--- config.mk ---
export PLATFORM = sky130hd
export DESIGN_NAME = tcu_core
export DESIGN_NICKNAME = d
export VERILOG_FILES = /design/src/logic/tcu_pkg.sv /design/src/logic/tcu_core.sv
export VERILOG_INCLUDE_DIRS = /design/src /design/src/logic
export SDC_FILE = /design/constraint.sdc
export NUM_CORES = 1
export LEC_CHECK = 0
export CORE_UTILIZATION = 40
export CTS_CLUSTER_SIZE = 24
export DETAILED_ROUTE_END_ITERATION = 8
export DONT_BUFFER_PORTS = 1
export PLACE_DENSITY_LB_ADDON = 0.05
export SLEW_MARGIN = 20
export SYNTH_ARGS = -nofsm -noshare
export SYNTH_HDL_FRONTEND = slang
export SYNTH_SLANG_ARGS = --single-unit
--- constraint.sdc ---
create_clock -name aclk -period 5.5 [get_ports aclk]
set_clock_uncertainty 0.05 [all_clocks]
set_input_delay 0.825 -clock aclk [delete_from_list [all_inputs] [get_ports aclk]]
set_output_delay 0.825 -clock aclk [all_outputs]
set_load 0.01 [all_outputs]
--- src/logic/tcu_regs.svh ---
// Purpose: register offsets, field positions and reset values of the timer count core
// Assumes: 32-bit AXI4-Lite data, 8-bit byte address, one aligned word per register
// Notes: included by bare name; definitions only
// Contract
// - up mode counts zero to reload, wraps
// - repeat counter gates update every value+1 wraps
// - repeat value zero updates on every wrap
// - force update bit or trigger issues update
// - inhibit blocks updates and shadow copies
// - up mode force restarts counter and prescaler
// - source select hides flag on forced update
// - update reloads repeat, reload, prescale, flag
// - down mode counts reload to zero, reloads
// - down mode force restarts from reload value
// - new reload active before counter reloads
// - center mode up to reload, down to zero
// - align field selects compare flag directions
// - center mode direction owned by hardware
// - center mode updates at both turns
// - inhibited center mode keeps active reload
// - prescaler divides by value+1 after update
`ifndef TCU_REGS_SVH
`define TCU_REGS_SVH

// ************************************************************
// register byte offsets
// ************************************************************
`define TCU_OFF_CTRL 8'h00
`define TCU_OFF_MASK 8'h04
`define TCU_OFF_FLAG 8'h08
`define TCU_OFF_TRIG 8'h0c
`define TCU_OFF_CNT 8'h10
`define TCU_OFF_PSC 8'h14
`define TCU_OFF_ARR 8'h18
`define TCU_OFF_REP 8'h1c
`define TCU_OFF_CMP 8'h20

// ************************************************************
// field positions
// ************************************************************
`define TCU_CTRL_EN 0
`define TCU_CTRL_UPDATE_INHIBIT 1
`define TCU_CTRL_URS 2
`define TCU_CTRL_DIR 4
`define TCU_CTRL_ALIGN 5
`define TCU_FLAG_UPD 0
`define TCU_FLAG_CMP 1
`define TCU_TRIG_UG 0

// ************************************************************
// reset values
// ************************************************************
`define TCU_ARR_RST 16'hffff
`define TCU_PSC_RST 16'h0000
`define TCU_REP_RST 8'h00

`endif

--- src/logic/tcu_pkg.sv ---
// Purpose: types shared by the timer count core
// Assumes: used through tcu_pkg:: scoped names only
// Notes: the whole module state is one packed struct
package tcu_pkg;

	// counter alignment modes
	typedef enum logic [1:0] {
		TCU_EDGE = 2'b00,
		TCU_CTR_DOWN = 2'b01,
		TCU_CTR_UP = 2'b10,
		TCU_CTR_BOTH = 2'b11
	} tcu_align_t;

	// axi response codes
	typedef enum logic [1:0] {
		TCU_OKAY = 2'b00,
		TCU_SLVERR = 2'b10
	} tcu_resp_t;

	typedef struct packed {
		logic [7:0] awaddr;
		logic aw_full;
		logic [31:0] wdata;
		logic [3:0] wstrb;
		logic w_full;
		logic awready;
		logic wready;
		logic bvalid;
		tcu_resp_t bresp;
		logic arready;
		logic rvalid;
		tcu_resp_t rresp;
		logic [31:0] rdata;
		logic en;
		logic update_inhibit;
		logic update_source_select;
		logic dir;
		tcu_align_t align;
		logic [1:0] mask;
		logic [1:0] flags;
		logic [15:0] cnt;
		logic [15:0] psc_pre;
		logic [15:0] psc_act;
		logic [15:0] psc_cnt;
		logic [15:0] arr_pre;
		logic [15:0] arr_act;
		logic [7:0] rep_pre;
		logic [7:0] rep_cnt;
		logic [15:0] cmp;
		logic irq;
		logic upd_pulse;
	} tcu_state_t;

endpackage

--- src/logic/tcu_core.sv ---
// Purpose: 16-bit timer core with prescaler, repetition and update logic
// Assumes: psc_tick and slave_update come from logic on aclk
// Notes: AXI4-Lite slave, one write and one read in flight
`timescale 1ns/1ns
`include "tcu_regs.svh"

module tcu_core (
	input wire logic aclk,
	input wire logic aresetn,
	input wire logic [7:0] s_axi_awaddr,
	input wire logic s_axi_awvalid,
	output logic s_axi_awready,
	input wire logic [31:0] s_axi_wdata,
	input wire logic [3:0] s_axi_wstrb,
	input wire logic s_axi_wvalid,
	output logic s_axi_wready,
	output logic [1:0] s_axi_bresp,
	output logic s_axi_bvalid,
	input wire logic s_axi_bready,
	input wire logic [7:0] s_axi_araddr,
	input wire logic s_axi_arvalid,
	output logic s_axi_arready,
	output logic [31:0] s_axi_rdata,
	output logic [1:0] s_axi_rresp,
	output logic s_axi_rvalid,
	input wire logic s_axi_rready,
	input wire logic psc_tick,
	input wire logic slave_update,
	output logic irq,
	output logic update_event,
	output logic [15:0] count_value,
	output logic count_dir
);

	tcu_pkg::tcu_state_t st_reg;
	tcu_pkg::tcu_state_t st_next;
	logic wr_go;
	logic rd_go;
	logic tick;
	logic force_upd;
	logic edge_mode;

	// ************************************************************
	// register image and byte-lane merge
	// ************************************************************
	// returns {mapped, data} for one aligned word
	function automatic logic [32:0] tcu_image(tcu_pkg::tcu_state_t s, logic [7:0] a);
		logic [31:0] d;
		logic ok;
		d = 32'h0;
		ok = 1'b1;
		case (a)
			`TCU_OFF_CTRL: begin
				d[`TCU_CTRL_EN] = s.en;
				d[`TCU_CTRL_UPDATE_INHIBIT] = s.update_inhibit;
				d[`TCU_CTRL_URS] = s.update_source_select;
				d[`TCU_CTRL_DIR] = s.dir;
				d[`TCU_CTRL_ALIGN +: 2] = s.align;
			end
			`TCU_OFF_MASK: d[1:0] = s.mask;
			`TCU_OFF_FLAG: d[1:0] = s.flags;
			`TCU_OFF_TRIG: d = 32'h0;
			`TCU_OFF_CNT: d[15:0] = s.cnt;
			`TCU_OFF_PSC: d[15:0] = s.psc_pre;
			`TCU_OFF_ARR: d[15:0] = s.arr_pre;
			`TCU_OFF_REP: d[7:0] = s.rep_pre;
			`TCU_OFF_CMP: d[15:0] = s.cmp;
			default: ok = 1'b0;
		endcase
		return {ok, d};
	endfunction

	function automatic logic [31:0] tcu_merge(logic [31:0] o, logic [31:0] n, logic [3:0] be);
		logic [31:0] m;
		m = o;
		for (int i = 0; i < 4; i++) begin
			if (be[i]) begin
				m[8*i +: 8] = n[8*i +: 8];
			end
		end
		return m;
	endfunction

	// ************************************************************
	// control terms
	// ************************************************************
	// write needs both halves and a free response slot
	assign wr_go = st_reg.aw_full && st_reg.w_full && !st_reg.bvalid;
	assign rd_go = s_axi_arvalid && st_reg.arready;
	assign edge_mode = (st_reg.align == tcu_pkg::TCU_EDGE);
	// one counter step per psc_act+1 input ticks
	assign tick = st_reg.en && psc_tick && (st_reg.psc_cnt == st_reg.psc_act);
	// software trigger write or slave controller both force
	assign force_upd = slave_update || (wr_go && st_reg.awaddr == `TCU_OFF_TRIG &&
		st_reg.wstrb[0] && st_reg.wdata[`TCU_TRIG_UG]);

	// ************************************************************
	// next state
	// ************************************************************
	always_comb begin
		logic [31:0] wd;
		logic [32:0] img;
		logic do_upd;
		logic set_upd;
		logic wrap;
		logic up_now;
		wd = 32'h0;
		img = 33'h0;
		do_upd = 1'b0;
		set_upd = 1'b0;
		wrap = 1'b0;
		up_now = !st_reg.dir;
		st_next = st_reg;
		st_next.upd_pulse = 1'b0;

		// axi channel capture
		if (s_axi_awvalid && st_reg.awready) begin
			st_next.aw_full = 1'b1;
			st_next.awaddr = {s_axi_awaddr[7:2], 2'b00};
		end
		if (s_axi_wvalid && st_reg.wready) begin
			st_next.w_full = 1'b1;
			st_next.wdata = s_axi_wdata;
			st_next.wstrb = s_axi_wstrb;
		end
		if (st_reg.bvalid && s_axi_bready) begin
			st_next.bvalid = 1'b0;
		end

		// register writes; clears come before hardware sets
		if (wr_go) begin
			img = tcu_image(st_reg, st_reg.awaddr);
			wd = tcu_merge(img[31:0], st_reg.wdata, st_reg.wstrb);
			st_next.aw_full = 1'b0;
			st_next.w_full = 1'b0;
			st_next.bvalid = 1'b1;
			st_next.bresp = img[32] ? tcu_pkg::TCU_OKAY : tcu_pkg::TCU_SLVERR;
			case (st_reg.awaddr)
				`TCU_OFF_CTRL: begin
					st_next.en = wd[`TCU_CTRL_EN];
					st_next.update_inhibit = wd[`TCU_CTRL_UPDATE_INHIBIT];
					st_next.update_source_select = wd[`TCU_CTRL_URS];
					st_next.align = tcu_pkg::tcu_align_t'(wd[`TCU_CTRL_ALIGN +: 2]);
					// direction only follows software in edge mode
					if (wd[`TCU_CTRL_ALIGN +: 2] == 2'b00) begin
						st_next.dir = wd[`TCU_CTRL_DIR];
					end
				end
				`TCU_OFF_MASK: st_next.mask = wd[1:0];
				`TCU_OFF_FLAG: begin
					if (st_reg.wstrb[0]) begin
						st_next.flags = st_reg.flags & ~st_reg.wdata[1:0];
					end
				end
				`TCU_OFF_CNT: st_next.cnt = wd[15:0];
				`TCU_OFF_PSC: st_next.psc_pre = wd[15:0];
				`TCU_OFF_ARR: st_next.arr_pre = wd[15:0];
				`TCU_OFF_REP: st_next.rep_pre = wd[7:0];
				`TCU_OFF_CMP: st_next.cmp = wd[15:0];
				default: st_next.bresp = img[32] ? tcu_pkg::TCU_OKAY : tcu_pkg::TCU_SLVERR;
			endcase
		end

		// counter: a forced update beats a counting step
		if (force_upd) begin
			st_next.psc_cnt = 16'h0;
			if (edge_mode && st_reg.dir) begin
				st_next.cnt = st_reg.update_inhibit ? st_reg.arr_act : st_reg.arr_pre;
			end else begin
				st_next.cnt = 16'h0;
			end
			if (!edge_mode) begin
				st_next.dir = 1'b0;
			end
			if (!st_reg.update_inhibit) begin
				do_upd = 1'b1;
				set_upd = !st_reg.update_source_select;
			end
		end else if (tick) begin
			st_next.psc_cnt = 16'h0;
			if (edge_mode && !st_reg.dir) begin
				if (st_reg.cnt == st_reg.arr_act) begin
					st_next.cnt = 16'h0;
					wrap = 1'b1;
				end else begin
					st_next.cnt = st_reg.cnt + 16'h1;
				end
			end else if (edge_mode) begin
				if (st_reg.cnt == 16'h0) begin
					wrap = 1'b1;
				end else begin
					st_next.cnt = st_reg.cnt - 16'h1;
				end
			end else if (!st_reg.dir) begin
				// center rising half turns at reload-1, active value only
				if ({1'b0, st_reg.cnt} + 17'h1 >= {1'b0, st_reg.arr_act}) begin
					st_next.cnt = st_reg.arr_act;
					st_next.dir = 1'b1;
					wrap = 1'b1;
				end else begin
					st_next.cnt = st_reg.cnt + 16'h1;
				end
			end else begin
				if (st_reg.cnt <= 16'h1) begin
					st_next.cnt = 16'h0;
					st_next.dir = 1'b0;
					wrap = 1'b1;
				end else begin
					st_next.cnt = st_reg.cnt - 16'h1;
				end
			end
			// repetition gating of the wrap
			if (wrap) begin
				if (st_reg.rep_cnt != 8'h0) begin
					st_next.rep_cnt = st_reg.rep_cnt - 8'h1;
				end else if (!st_reg.update_inhibit) begin
					do_upd = 1'b1;
					set_upd = 1'b1;
				end
			end
			// down reload picks up the period loaded on this very update
			if (wrap && edge_mode && st_reg.dir) begin
				st_next.cnt = do_upd ? st_reg.arr_pre : st_reg.arr_act;
			end
			// compare flag direction filter
			if (st_reg.cnt == st_reg.cmp) begin
				case (st_reg.align)
					tcu_pkg::TCU_CTR_DOWN: st_next.flags[`TCU_FLAG_CMP] |= !up_now;
					tcu_pkg::TCU_CTR_UP: st_next.flags[`TCU_FLAG_CMP] |= up_now;
					default: st_next.flags[`TCU_FLAG_CMP] = 1'b1;
				endcase
			end
		end else if (st_reg.en && psc_tick) begin
			st_next.psc_cnt = st_reg.psc_cnt + 16'h1;
		end

		// shadow loads on every update event
		if (do_upd) begin
			st_next.arr_act = st_reg.arr_pre;
			st_next.psc_act = st_reg.psc_pre;
			st_next.rep_cnt = st_reg.rep_pre;
			st_next.upd_pulse = 1'b1;
		end
		if (set_upd) begin
			st_next.flags[`TCU_FLAG_UPD] = 1'b1;
		end

		// read channel
		if (st_reg.rvalid && s_axi_rready) begin
			st_next.rvalid = 1'b0;
		end
		if (rd_go) begin
			img = tcu_image(st_reg, {s_axi_araddr[7:2], 2'b00});
			st_next.rvalid = 1'b1;
			st_next.rdata = img[31:0];
			st_next.rresp = img[32] ? tcu_pkg::TCU_OKAY : tcu_pkg::TCU_SLVERR;
		end
		st_next.awready = !st_next.aw_full && !st_next.bvalid;
		st_next.wready = !st_next.w_full && !st_next.bvalid;
		st_next.arready = !st_next.rvalid;
		st_next.irq = |(st_next.flags & st_next.mask);

		// synchronous reset
		if (!aresetn) begin
			st_next = '0;
			st_next.arr_pre = `TCU_ARR_RST;
			st_next.arr_act = `TCU_ARR_RST;
			st_next.psc_pre = `TCU_PSC_RST;
			st_next.psc_act = `TCU_PSC_RST;
			st_next.rep_pre = `TCU_REP_RST;
			st_next.rep_cnt = `TCU_REP_RST;
			st_next.awready = 1'b1;
			st_next.wready = 1'b1;
			st_next.arready = 1'b1;
		end
	end

	// ************************************************************
	// state register
	// ************************************************************
	always_ff @(posedge aclk) begin
		st_reg <= st_next;
	end

	// outputs straight from state flops
	assign s_axi_awready = st_reg.awready;
	assign s_axi_wready = st_reg.wready;
	assign s_axi_bvalid = st_reg.bvalid;
	assign s_axi_bresp = st_reg.bresp;
	assign s_axi_arready = st_reg.arready;
	assign s_axi_rvalid = st_reg.rvalid;
	assign s_axi_rdata = st_reg.rdata;
	assign s_axi_rresp = st_reg.rresp;
	assign irq = st_reg.irq;
	assign update_event = st_reg.upd_pulse;
	assign count_value = st_reg.cnt;
	assign count_dir = st_reg.dir;
endmodule

======== After elaboration in Yosys (flattened, before gate mapping) ========
Index checks and enable logic that the tools add are counted.
storage, ports and cells
  bits in registers ....................... 191
  logic and storage cells ................. 199
  output and inout bits ................... 60
cells by class
  magnitude comparators ................... 2
  add/sub/neg operators ................... 5
  mux-type cells .......................... 88
  equality and inequality tests ........... 22
  bitwise operators ....................... 6
  reductions and logical operators ........ 45
operators by type and width
  cell                                                                                count
  16-bit 2-to-1 mux                                                                   15
  8-bit 2-to-1 mux                                                                    8
  16-bit equality test                                                                3
  6-bit by 3-bit equality test with 1-bit output (second input constant)              8
  1-bit 2-to-1 mux                                                                    43
  39-bit 2-to-1 mux                                                                   1
  3-bit case mux with 6 select lines                                                  2
  35-bit 2-to-1 mux                                                                   1
  16-bit by 1-bit adder with 16-bit output (second input constant)                    2
  2-bit case mux with 8 select lines                                                  2
  8-bit case mux with 4 select lines                                                  1
  6-bit by 2-bit equality test with 1-bit output (second input constant)              4
  8-bit case mux with 3 select lines                                                  1
  1-bit case mux with 5 select lines                                                  4
  1-bit logical AND                                                                   18
  9-bit OR reduction                                                                  2
  16-bit by 1-bit adder with 17-bit output (second input constant)                    1
  17-bit by 16-bit greater-or-equal comparator with 1-bit output                      1
  16-bit by 1-bit less-or-equal comparator with 1-bit output (second input constant)  1
  16-bit zero test                                                                    1
  16-bit by 1-bit subtractor with 16-bit output (second input constant)               1
  6-bit by 1-bit equality test with 1-bit output (second input constant)              2
  6-bit by 4-bit equality test with 1-bit output (second input constant)              2
  1-bit case mux with 6 select lines                                                  2
  other kinds (22)                                                                    42

======== Longest topological paths before layout ========
Gate-level depths: netlist of run 1.
  depth after elaboration ................. 15
  gate-level depth with buffers ........... 17
  gate-level depth less buffers ........... 15

======== Worst setup path before layout of run 1 ========
Ideal clock, no wire load.
  path kind ............................... reg-to-reg
  start ................................... reg st_reg (netlist bit count_value[2])
  end ..................................... reg st_reg[44] in the netlist's numbering
  setup time .............................. 0.129 ns
  path slack .............................. 1.474 ns
  stages on the path, launching flop included .. 17
  required time ........................... 5.321 ns
  arrival ................................. 3.846 ns
  period minus slack after synthesis ...... 4.026 ns
  cells stage by stage .................... dfxtp_1 buf_1 nand4_1 nor3_1 nand3_1 xnor2_1 ha_1 nand2_1 nor2_1 o32a_1 o31ai_2 nand2_1 a21oi_1 buf_4 buf_2 mux2i_1 nand2_1
between the ends
  longest elaborated chain between the ends .. 13
  elaborated cells on any way between the ends .. 19
  classes of those cells .................. add/sub (1); order compare (2); eq/ne (1); mux (14); reduce/logical (1)
RTL lines
  element                                                         line             RTL
  start: declaration                                              tcu_core.sv:35   tcu_pkg::tcu_state_t st_reg;
  start signal: assignment                                        tcu_core.sv:282  st_reg <= st_next;
  16-bit by 1-bit adder with 17-bit output                        tcu_core.sv:196  if ({1'b0, st_reg.cnt} + 17'h1 >= {1'b0, st_reg.arr_act}) begin
  17-bit by 16-bit greater-or-equal comparator with 1-bit output  tcu_core.sv:196
  1-bit 2-to-1 mux                                                tcu_core.sv:196
  1-bit 2-to-1 mux                                                tcu_core.sv:194  end else if (!st_reg.dir) begin
  1-bit 2-to-1 mux                                                tcu_core.sv:188  end else if (edge_mode) begin
  1-bit 2-to-1 mux *                                              tcu_core.sv:181  if (edge_mode && !st_reg.dir) begin
  1-bit 2-to-1 mux *                                              tcu_core.sv:179  end else if (tick) begin
  1-bit 2-to-1 mux *                                              tcu_core.sv:165  if (force_upd) begin
  1-bit 2-to-1 mux *                                              tcu_core.sv:213  if (wrap) begin
  1-bit 2-to-1 mux *                                              tcu_core.sv:179
  1-bit 2-to-1 mux *                                              tcu_core.sv:165
  1-bit 2-to-1 mux *                                              tcu_core.sv:179
  1-bit 2-to-1 mux *                                              tcu_core.sv:165
Every way passes the cells marked *; elsewhere a longest branch is shown, timed or not. The select of a mux whose other input is x is not followed.
A chain may end at the register's enable or synchronous reset.

======== Worst setup path after layout of run 1 ========
  start ................................... reg st_reg (netlist bit count_value[1])
  end ..................................... reg st_reg[25] in the netlist's numbering
between the ends
  longest elaborated chain between the ends .. 15
  elaborated cells on any way between the ends .. 25
  classes of those cells .................. add/sub (1); order compare (2); eq/ne (2); mux (15); reduce/logical (5)
RTL lines
  element                                                                                           line
  16-bit by 1-bit adder with 17-bit output                                                          tcu_core.sv:196
  17-bit by 16-bit greater-or-equal comparator with 1-bit output                                    tcu_core.sv:196
  1-bit 2-to-1 mux                                                                                  tcu_core.sv:196
  1-bit 2-to-1 mux                                                                                  tcu_core.sv:194
  1-bit 2-to-1 mux                                                                                  tcu_core.sv:188
  1-bit 2-to-1 mux *                                                                                tcu_core.sv:181
  1-bit 2-to-1 mux *                                                                                tcu_core.sv:179
  1-bit 2-to-1 mux *                                                                                tcu_core.sv:165
  1-bit 2-to-1 mux                                                                                  tcu_core.sv:213
  1-bit 2-to-1 mux                                                                                  tcu_core.sv:179
  1-bit 2-to-1 mux                                                                                  tcu_core.sv:165
  1-bit 2-to-1 mux                                                                                  tcu_core.sv:179
  1-bit 2-to-1 mux                                                                                  tcu_core.sv:165
  2-bit by 1-bit inequality test with 1-bit output (no line) or 2-bit nonzero test (tied branches)  -
  4-bit AND reduction (no line)                                                                     -
Marks and branches as above.

==> results of run 1 <==
-- per-stage QoR --
step	setup WS (ns)	instances
global route	0.5209	1743
global placement	0.9088	1712
finish	0.8903	1743
CTS	0.8404	1743
floorplan	1.474	1436
detailed placement	0.8901	1712
-- power by group through the flow --
stage	Sequential (mW)	Combinational (mW)	Clock [mW]
after global placement	1.47	0.241	0
after global routing	1.44	0.268	1.33
after floorplan	1.44	0.214	0
after detailed placement	1.47	0.242	0
after CTS	1.44	0.244	1.27
final	1.44	0.245	1.24
-- how the worst min path moves through the flow --
stage	startpoint	to	slack, ns
6_report	st_reg[193]	st_reg[193]	0.42
2_1_floorplan	st_reg[200]	st_reg[200]	0.39
3_5_place_dp	st_reg[190]	st_reg[190]	0.41
3_3_place_gp	st_reg[190]	st_reg[190]	0.40
5_1_grt	aresetn	st_reg[34]	0.42
4_1_cts	aresetn	st_reg[34]	0.38
-- worst max-delay path: stages (launching register included) --
cell	delay (ns)
dfxtp_1	0.34
buf_4	0.16
ha_1	0.18
nand3_1	0.24
nor3_1	0.41
nand2_1	0.12
xnor2_1	0.24
ha_1	0.29
a211o_1	0.26
o211ai_1	0.08
a21oi_1	0.12
o31ai_2	0.64
nand2_1	0.27
buf_4	0.24
a41o_1	0.37
nand2_1	0.29
o221ai_1	0.16
-- layout make-up --
| type | instances | area (um^2) | share of cell area [%] |
|---|---|---|---|
| clock buffer | 20 | 466.7 | 3.794 |
| clock inverter | 11 | 106.4 | 0.8645 |
| inverter | 35 | 131.4 | 1.068 |
| multi-input combinational | 1068 | 6988 | 56.80 |
| sequential | 189 | 3784 | 30.76 |
| tap | 378 | 473.0 | 3.845 |
| timing repair buffer | 42 | 352.8 | 2.868 |
-- cell families after synthesis --
family                     share of synthesized area [%]
muxes                                              8.920
adders and majority gates                          2.589
other                                            0.03233
DFF                                                32.62
buffers and inverters                              7.885
xor gates and xnor gates                           6.795
AOI/OAI and AO/OA                                  19.55
and+or+nand+nor                                    21.62
-- metal layers --
metal  share of wire [%]  global-route usage [%]  up-vias  routed length (um)
met4                 2.6                   9.888        0                1024
met2                  44                   40.87      357               17060
met3                 6.4                   4.967       63                2495
met5                   0                       0        -                   0
met1                  47                   37.25     4832               18190
li1                    -                       -     4830                   -
-- layout by cell type (no fill, tap or decap), types with 5 or more instances in the layout --
master / count
a211oi_1: 6
a21boi_0: 50
a21oi_1: 47
a221o_1: 6
a221oi_1: 18
a222oi_1: 12
a22o_1: 10
a22oi_1: 26
a31oi_1: 5
and2_1: 21
and3_1: 9
buf_4: 39
clkbuf_16: 17
conb_1: 18
dfxtp_1: 189
ha_1: 24
inv_1: 34
mux2_2: 16
mux2i_1: 73
nand2_1: 249
nand2b_1: 6
nand3_1: 38
nand4_1: 23
nand4b_1: 5
nor2_1: 72
nor2b_1: 45
nor3_1: 25
nor4_1: 7
o211a_1: 11
o211ai_1: 9
o21ai_0: 48
o221ai_1: 8
o22a_1: 5
o22ai_1: 8
o31ai_1: 6
or2_2: 5
or4_1: 5
xnor2_1: 60
xor2_1: 30
==> results.toml, run 1 <==
[run_status]
status = "completed"

[clock_network]
cts_made_buffers = 17
path_clk_slew_ns = 0.08
cts_resized = 0
clock-sinks = 189
cts_hold_buf = 0
cts.path.max_buffers = 2
post_cts_buffers = 0
h-tree-depth = 4
clock_latency_ns = 0.45
cts_tree = "yes"
cts_root_buf = "clkbuf_16"

[drt]
drc_errors = 0
wl_per_cell_um = 22.24
firstDrtPassIters = 5
vias = 10082
dr.first_iter.drc_count = 985
ant_nets = 0
avgViaCountPerCell = 5.784
wirelength_um = 38770

[synthesis]
synthArstFlopShare_pct = 0
synth-seq-cells = 189
synth.most_common_cell = "nand2_1"
ys_types = 77
syn_area_per_cell_um2 = 8.175
yosysTopAreaCellShare_pct = 32.62
syn_inst = 1419
yosysTopAreaCell = "dfxtp_1"
synth_seq_area_share_pct = 32.62
synth_edf_count = 0
syn_area_mm2 = 0.01160
synth_top_flop_cell = "dfxtp_1"
synth_top_cells_by_area = "dfxtp_1, nand2_1, mux2i_1, xnor2_1, buf_4"
synthTopCellsByCount = "nand2_1, dfxtp_1, mux2i_1"
ys_warn_count = 0

[setup_path]
timing.critical_path.from = "count_value[1]"
reg2reg_to = "st_reg[25]"
critPathRequiredTime_ns = 5.76
rr_worst_depth = 16
arrival_ns = 4.87
rrSetupSlack_ns = 0.89
crit_path_start_kind = "flop"
crit_path_end_kind = "flop"
crit_end = "st_reg[25]"
path_class = "reg2reg"
r2r-start = "count_value[1]"
critPathMaxFanout = 10

[timing]
slew_violations = 0
max_slew_margin_pct = 33.88
clock.fmax_mhz = 216.9
rsz0062_at_grt = "no"
hold_viol = 0
fin_crit_sh_pct = 83.81
tightest_slew_ns = 0.9853
period_minus_slack_ns = 4.610
setup_viol = 0
worst_hold_slack_ns = 0.4172
finalSetupTns_ns = 0

[floorplanning]
row_count = 61
core_area_mm2 = 0.02816
ios = 121
die_x_um = 172.3
dieArea_mm2 = 0.02968
die_height_um = 172.3
start_util_pct = 41.19

[cells_and_area]
area_growth_pct = 6.051
fin_util_pct = 43.68
largest_register_ffs = 147
design_area_mm2 = 0.01230
diodes = 0
fillers = 2882
drive_above_1_share_pct = 8.205
nets = 1438

[power]
p_int_mw = 2.150
p_seq_share_pct = 49.1
leakagePower_nw = 4.750
peakVddDrop_mv = 0.1548
p_sw_uw = 774.7
p_comb_share_pct = 8.4
total_power_mw = 2.925
switching_share_pct = 26.48
p_clk_share_pct = 42.5
cellPowerDensity_mw_per_mm2 = 237.8

[grt]
globalRouteOverflowTotal = 0
grt_use_total_pct = 26.77
first_global_vias = 9648
antenna_found_initial = 0
grt_max_degree = 164
grt_pass1_wl_um = 59390

[placed_design]
portBuffers = 0
place_area_mm2 = 0.01173
hpwl_um = 28810
gp_congestion = 0.9514

[job]
max_cap_violations = 0

[worst_hold_path]
hp-class = "reg2reg"
min_path_cells = 2
No activity file was read; power rests on OpenSTA's default activity.
==> run 2: changes to the inputs <==
clock period = 4.8 ns   (was 5.5 ns; I/O delays follow)
==> run 2 against run 1 <==
Effect of this change:
- sequential power up 14%
- power grew 15%
- maximum frequency rose by 8.1%
- sequential share of layout area is essentially flat
- utilization barely moved
- cell count up 0.29%
- first-iteration DRC count fell by 22%
- register-to-register slack worse by 0.36 ns
- critical path depth is the same
- largest power group unchanged
- cell area increased by 0.10%
- setup slack worse by 0.36 ns
==> results.toml, run 2 (synthesis results as in run 1) <==
[run_status]
status = "completed"

[clock_network]
clock_latency_ns = 0.45
cts_tree = "yes"
h-tree-depth = 4
clock-sinks = 189
post_cts_buffers = 0
cts_made_buffers = 17
cts.path.max_buffers = 2
path_clk_slew_ns = 0.08
cts_root_buf = "clkbuf_16"
cts_resized = 0
cts_hold_buf = 0

[setup_path]
critPathRequiredTime_ns = 5.05
crit_path_start_kind = "flop"
arrival_ns = 4.51
critPathMaxFanout = 8
crit_path_end_kind = "flop"
path_class = "reg2reg"
rrSetupSlack_ns = 0.53

[worst_hold_path]
hp-class = "in2reg"

[drt]
wirelength_um = 38950
wl_per_cell_um = 22.28
vias = 10095
dr.first_iter.drc_count = 767
ant_nets = 0
drc_errors = 0
avgViaCountPerCell = 5.775
firstDrtPassIters = 6

[job]
max_cap_violations = 0

[power]
total_power_mw = 3.374
peakVddDrop_mv = 0.1908
leakagePower_nw = 4.762
cellPowerDensity_mw_per_mm2 = 274.0

[placed_design]
gp_congestion = 0.9310
hpwl_um = 28490
place_area_mm2 = 0.01173
portBuffers = 0

[grt]
globalRouteOverflowTotal = 0
met1_usage_pct = 37.25
first_global_vias = 9508
grt.busiest_layer = "met2"
grt_max_degree = 164
grt_use_total_pct = 26.73
antenna_found_initial = 0
globalRouteMet3Util_pct = 4.486
grt_pass1_wl_um = 58910
use_met2_pct = 41.78

[floorplanning]
dieArea_mm2 = 0.02968
die_x_um = 172.3
start_util_pct = 41.19
row_count = 61
die_height_um = 172.3
ios = 121
core_area_mm2 = 0.02816

[timing]
clock.fmax_mhz = 234.4
max_slew_margin_pct = 24.64
setup_viol = 0
hold_viol = 0
tightest_slew_ns = 1.122
rsz0062_at_grt = "no"
finalSetupTns_ns = 0
slew_violations = 0
fin_crit_sh_pct = 88.88
period_minus_slack_ns = 4.266

[cells_and_area]
drive_above_1_share_pct = 8.394
largest_register_ffs = 147
nets = 1442
layout_common_cells = "nand2_1, dfxtp_1, mux2i_1, nor2_1, xnor2_1"
final_common_cell = "nand2_1"
fillers = 2884
design_area_mm2 = 0.01231
area_growth_pct = 6.159
diodes = 0
## run 2: cell count changes in the layout (fill, tap and decap cells not counted), moves of 2 or more
cell      delta
buf_12       -2
buf_4        +6
clkbuf_1     +2
clkbuf_8     -2
clkinv_4     +2
inv_6        -2
## run 2: per-layer routing
metal / up-vias / wire [um] / share of wire, %
met5: - / 0 / 0
met1: 4830 / 18310 / 47
met2: 365 / 17120 / 44
met4: 0 / 1000 / 2.6
met3: 57 / 2521 / 6.5
li1: 4843 / - / -
## run 2: power by group
group	leakage [nW]	switching, mW	internal [mW]	total (mW)
clock	0.277	0.661	0.786	1.45
combinational	2.95	0.184	0.104	0.288
sequential	1.53	0.0396	1.60	1.64
## run 2: layout make-up
type / count / area [um^2] / area share [%]
Clock buffer: 20 / 446.7 / 3.627
Clock inverter: 12 / 136.4 / 1.108
Inverter: 35 / 131.4 / 1.067
Timing Repair Buffer: 46 / 357.8 / 2.906
Multi-Input combinational cell: 1068 / 6985 / 56.73
Tap cell: 378 / 473.0 / 3.841
Sequential cell: 189 / 3784 / 30.73
## run 2: per-stage QoR
stage	worst slack (ns)	std cells	util, %	hold WS [ns]
3_5_place_dp	0.6629	1716	41.65	0.4085
3_3_place_gp	0.6326	1716	41.65	0.4029
2_1_floorplan	0.7741	1436	-	0.3885
5_1_grt	0.3277	1748	43.72	0.3129
4_1_cts	0.6324	1748	43.72	0.2905
6_report	0.5338	1748	43.72	0.3458
## run 2: path summary, 6_finish.rpt
path / from / endpoint / cells after the start
max: count_value[1] / count_value[10] / 16
min: aresetn / st_reg[35] / 1
max reg2reg: count_value[1] / count_value[10] / 16
min reg2reg: st_reg[187] / st_reg[187] / 2
## run 2: critical path: stages (launching register included)
cell,delay (ns)
dfxtp_1,0.39
ha_1,0.22
nand3_1,0.13
nor3_1,0.50
nand2_1,0.16
xnor2_1,0.19
ha_1,0.35
nand2_1,0.08
nor4_1,0.33
o32a_1,0.20
o31ai_2,0.06
buf_4,0.17
a211oi_4,0.47
buf_4,0.28
mux2_2,0.35
nor2_1,0.09
o22ai_1,0.08
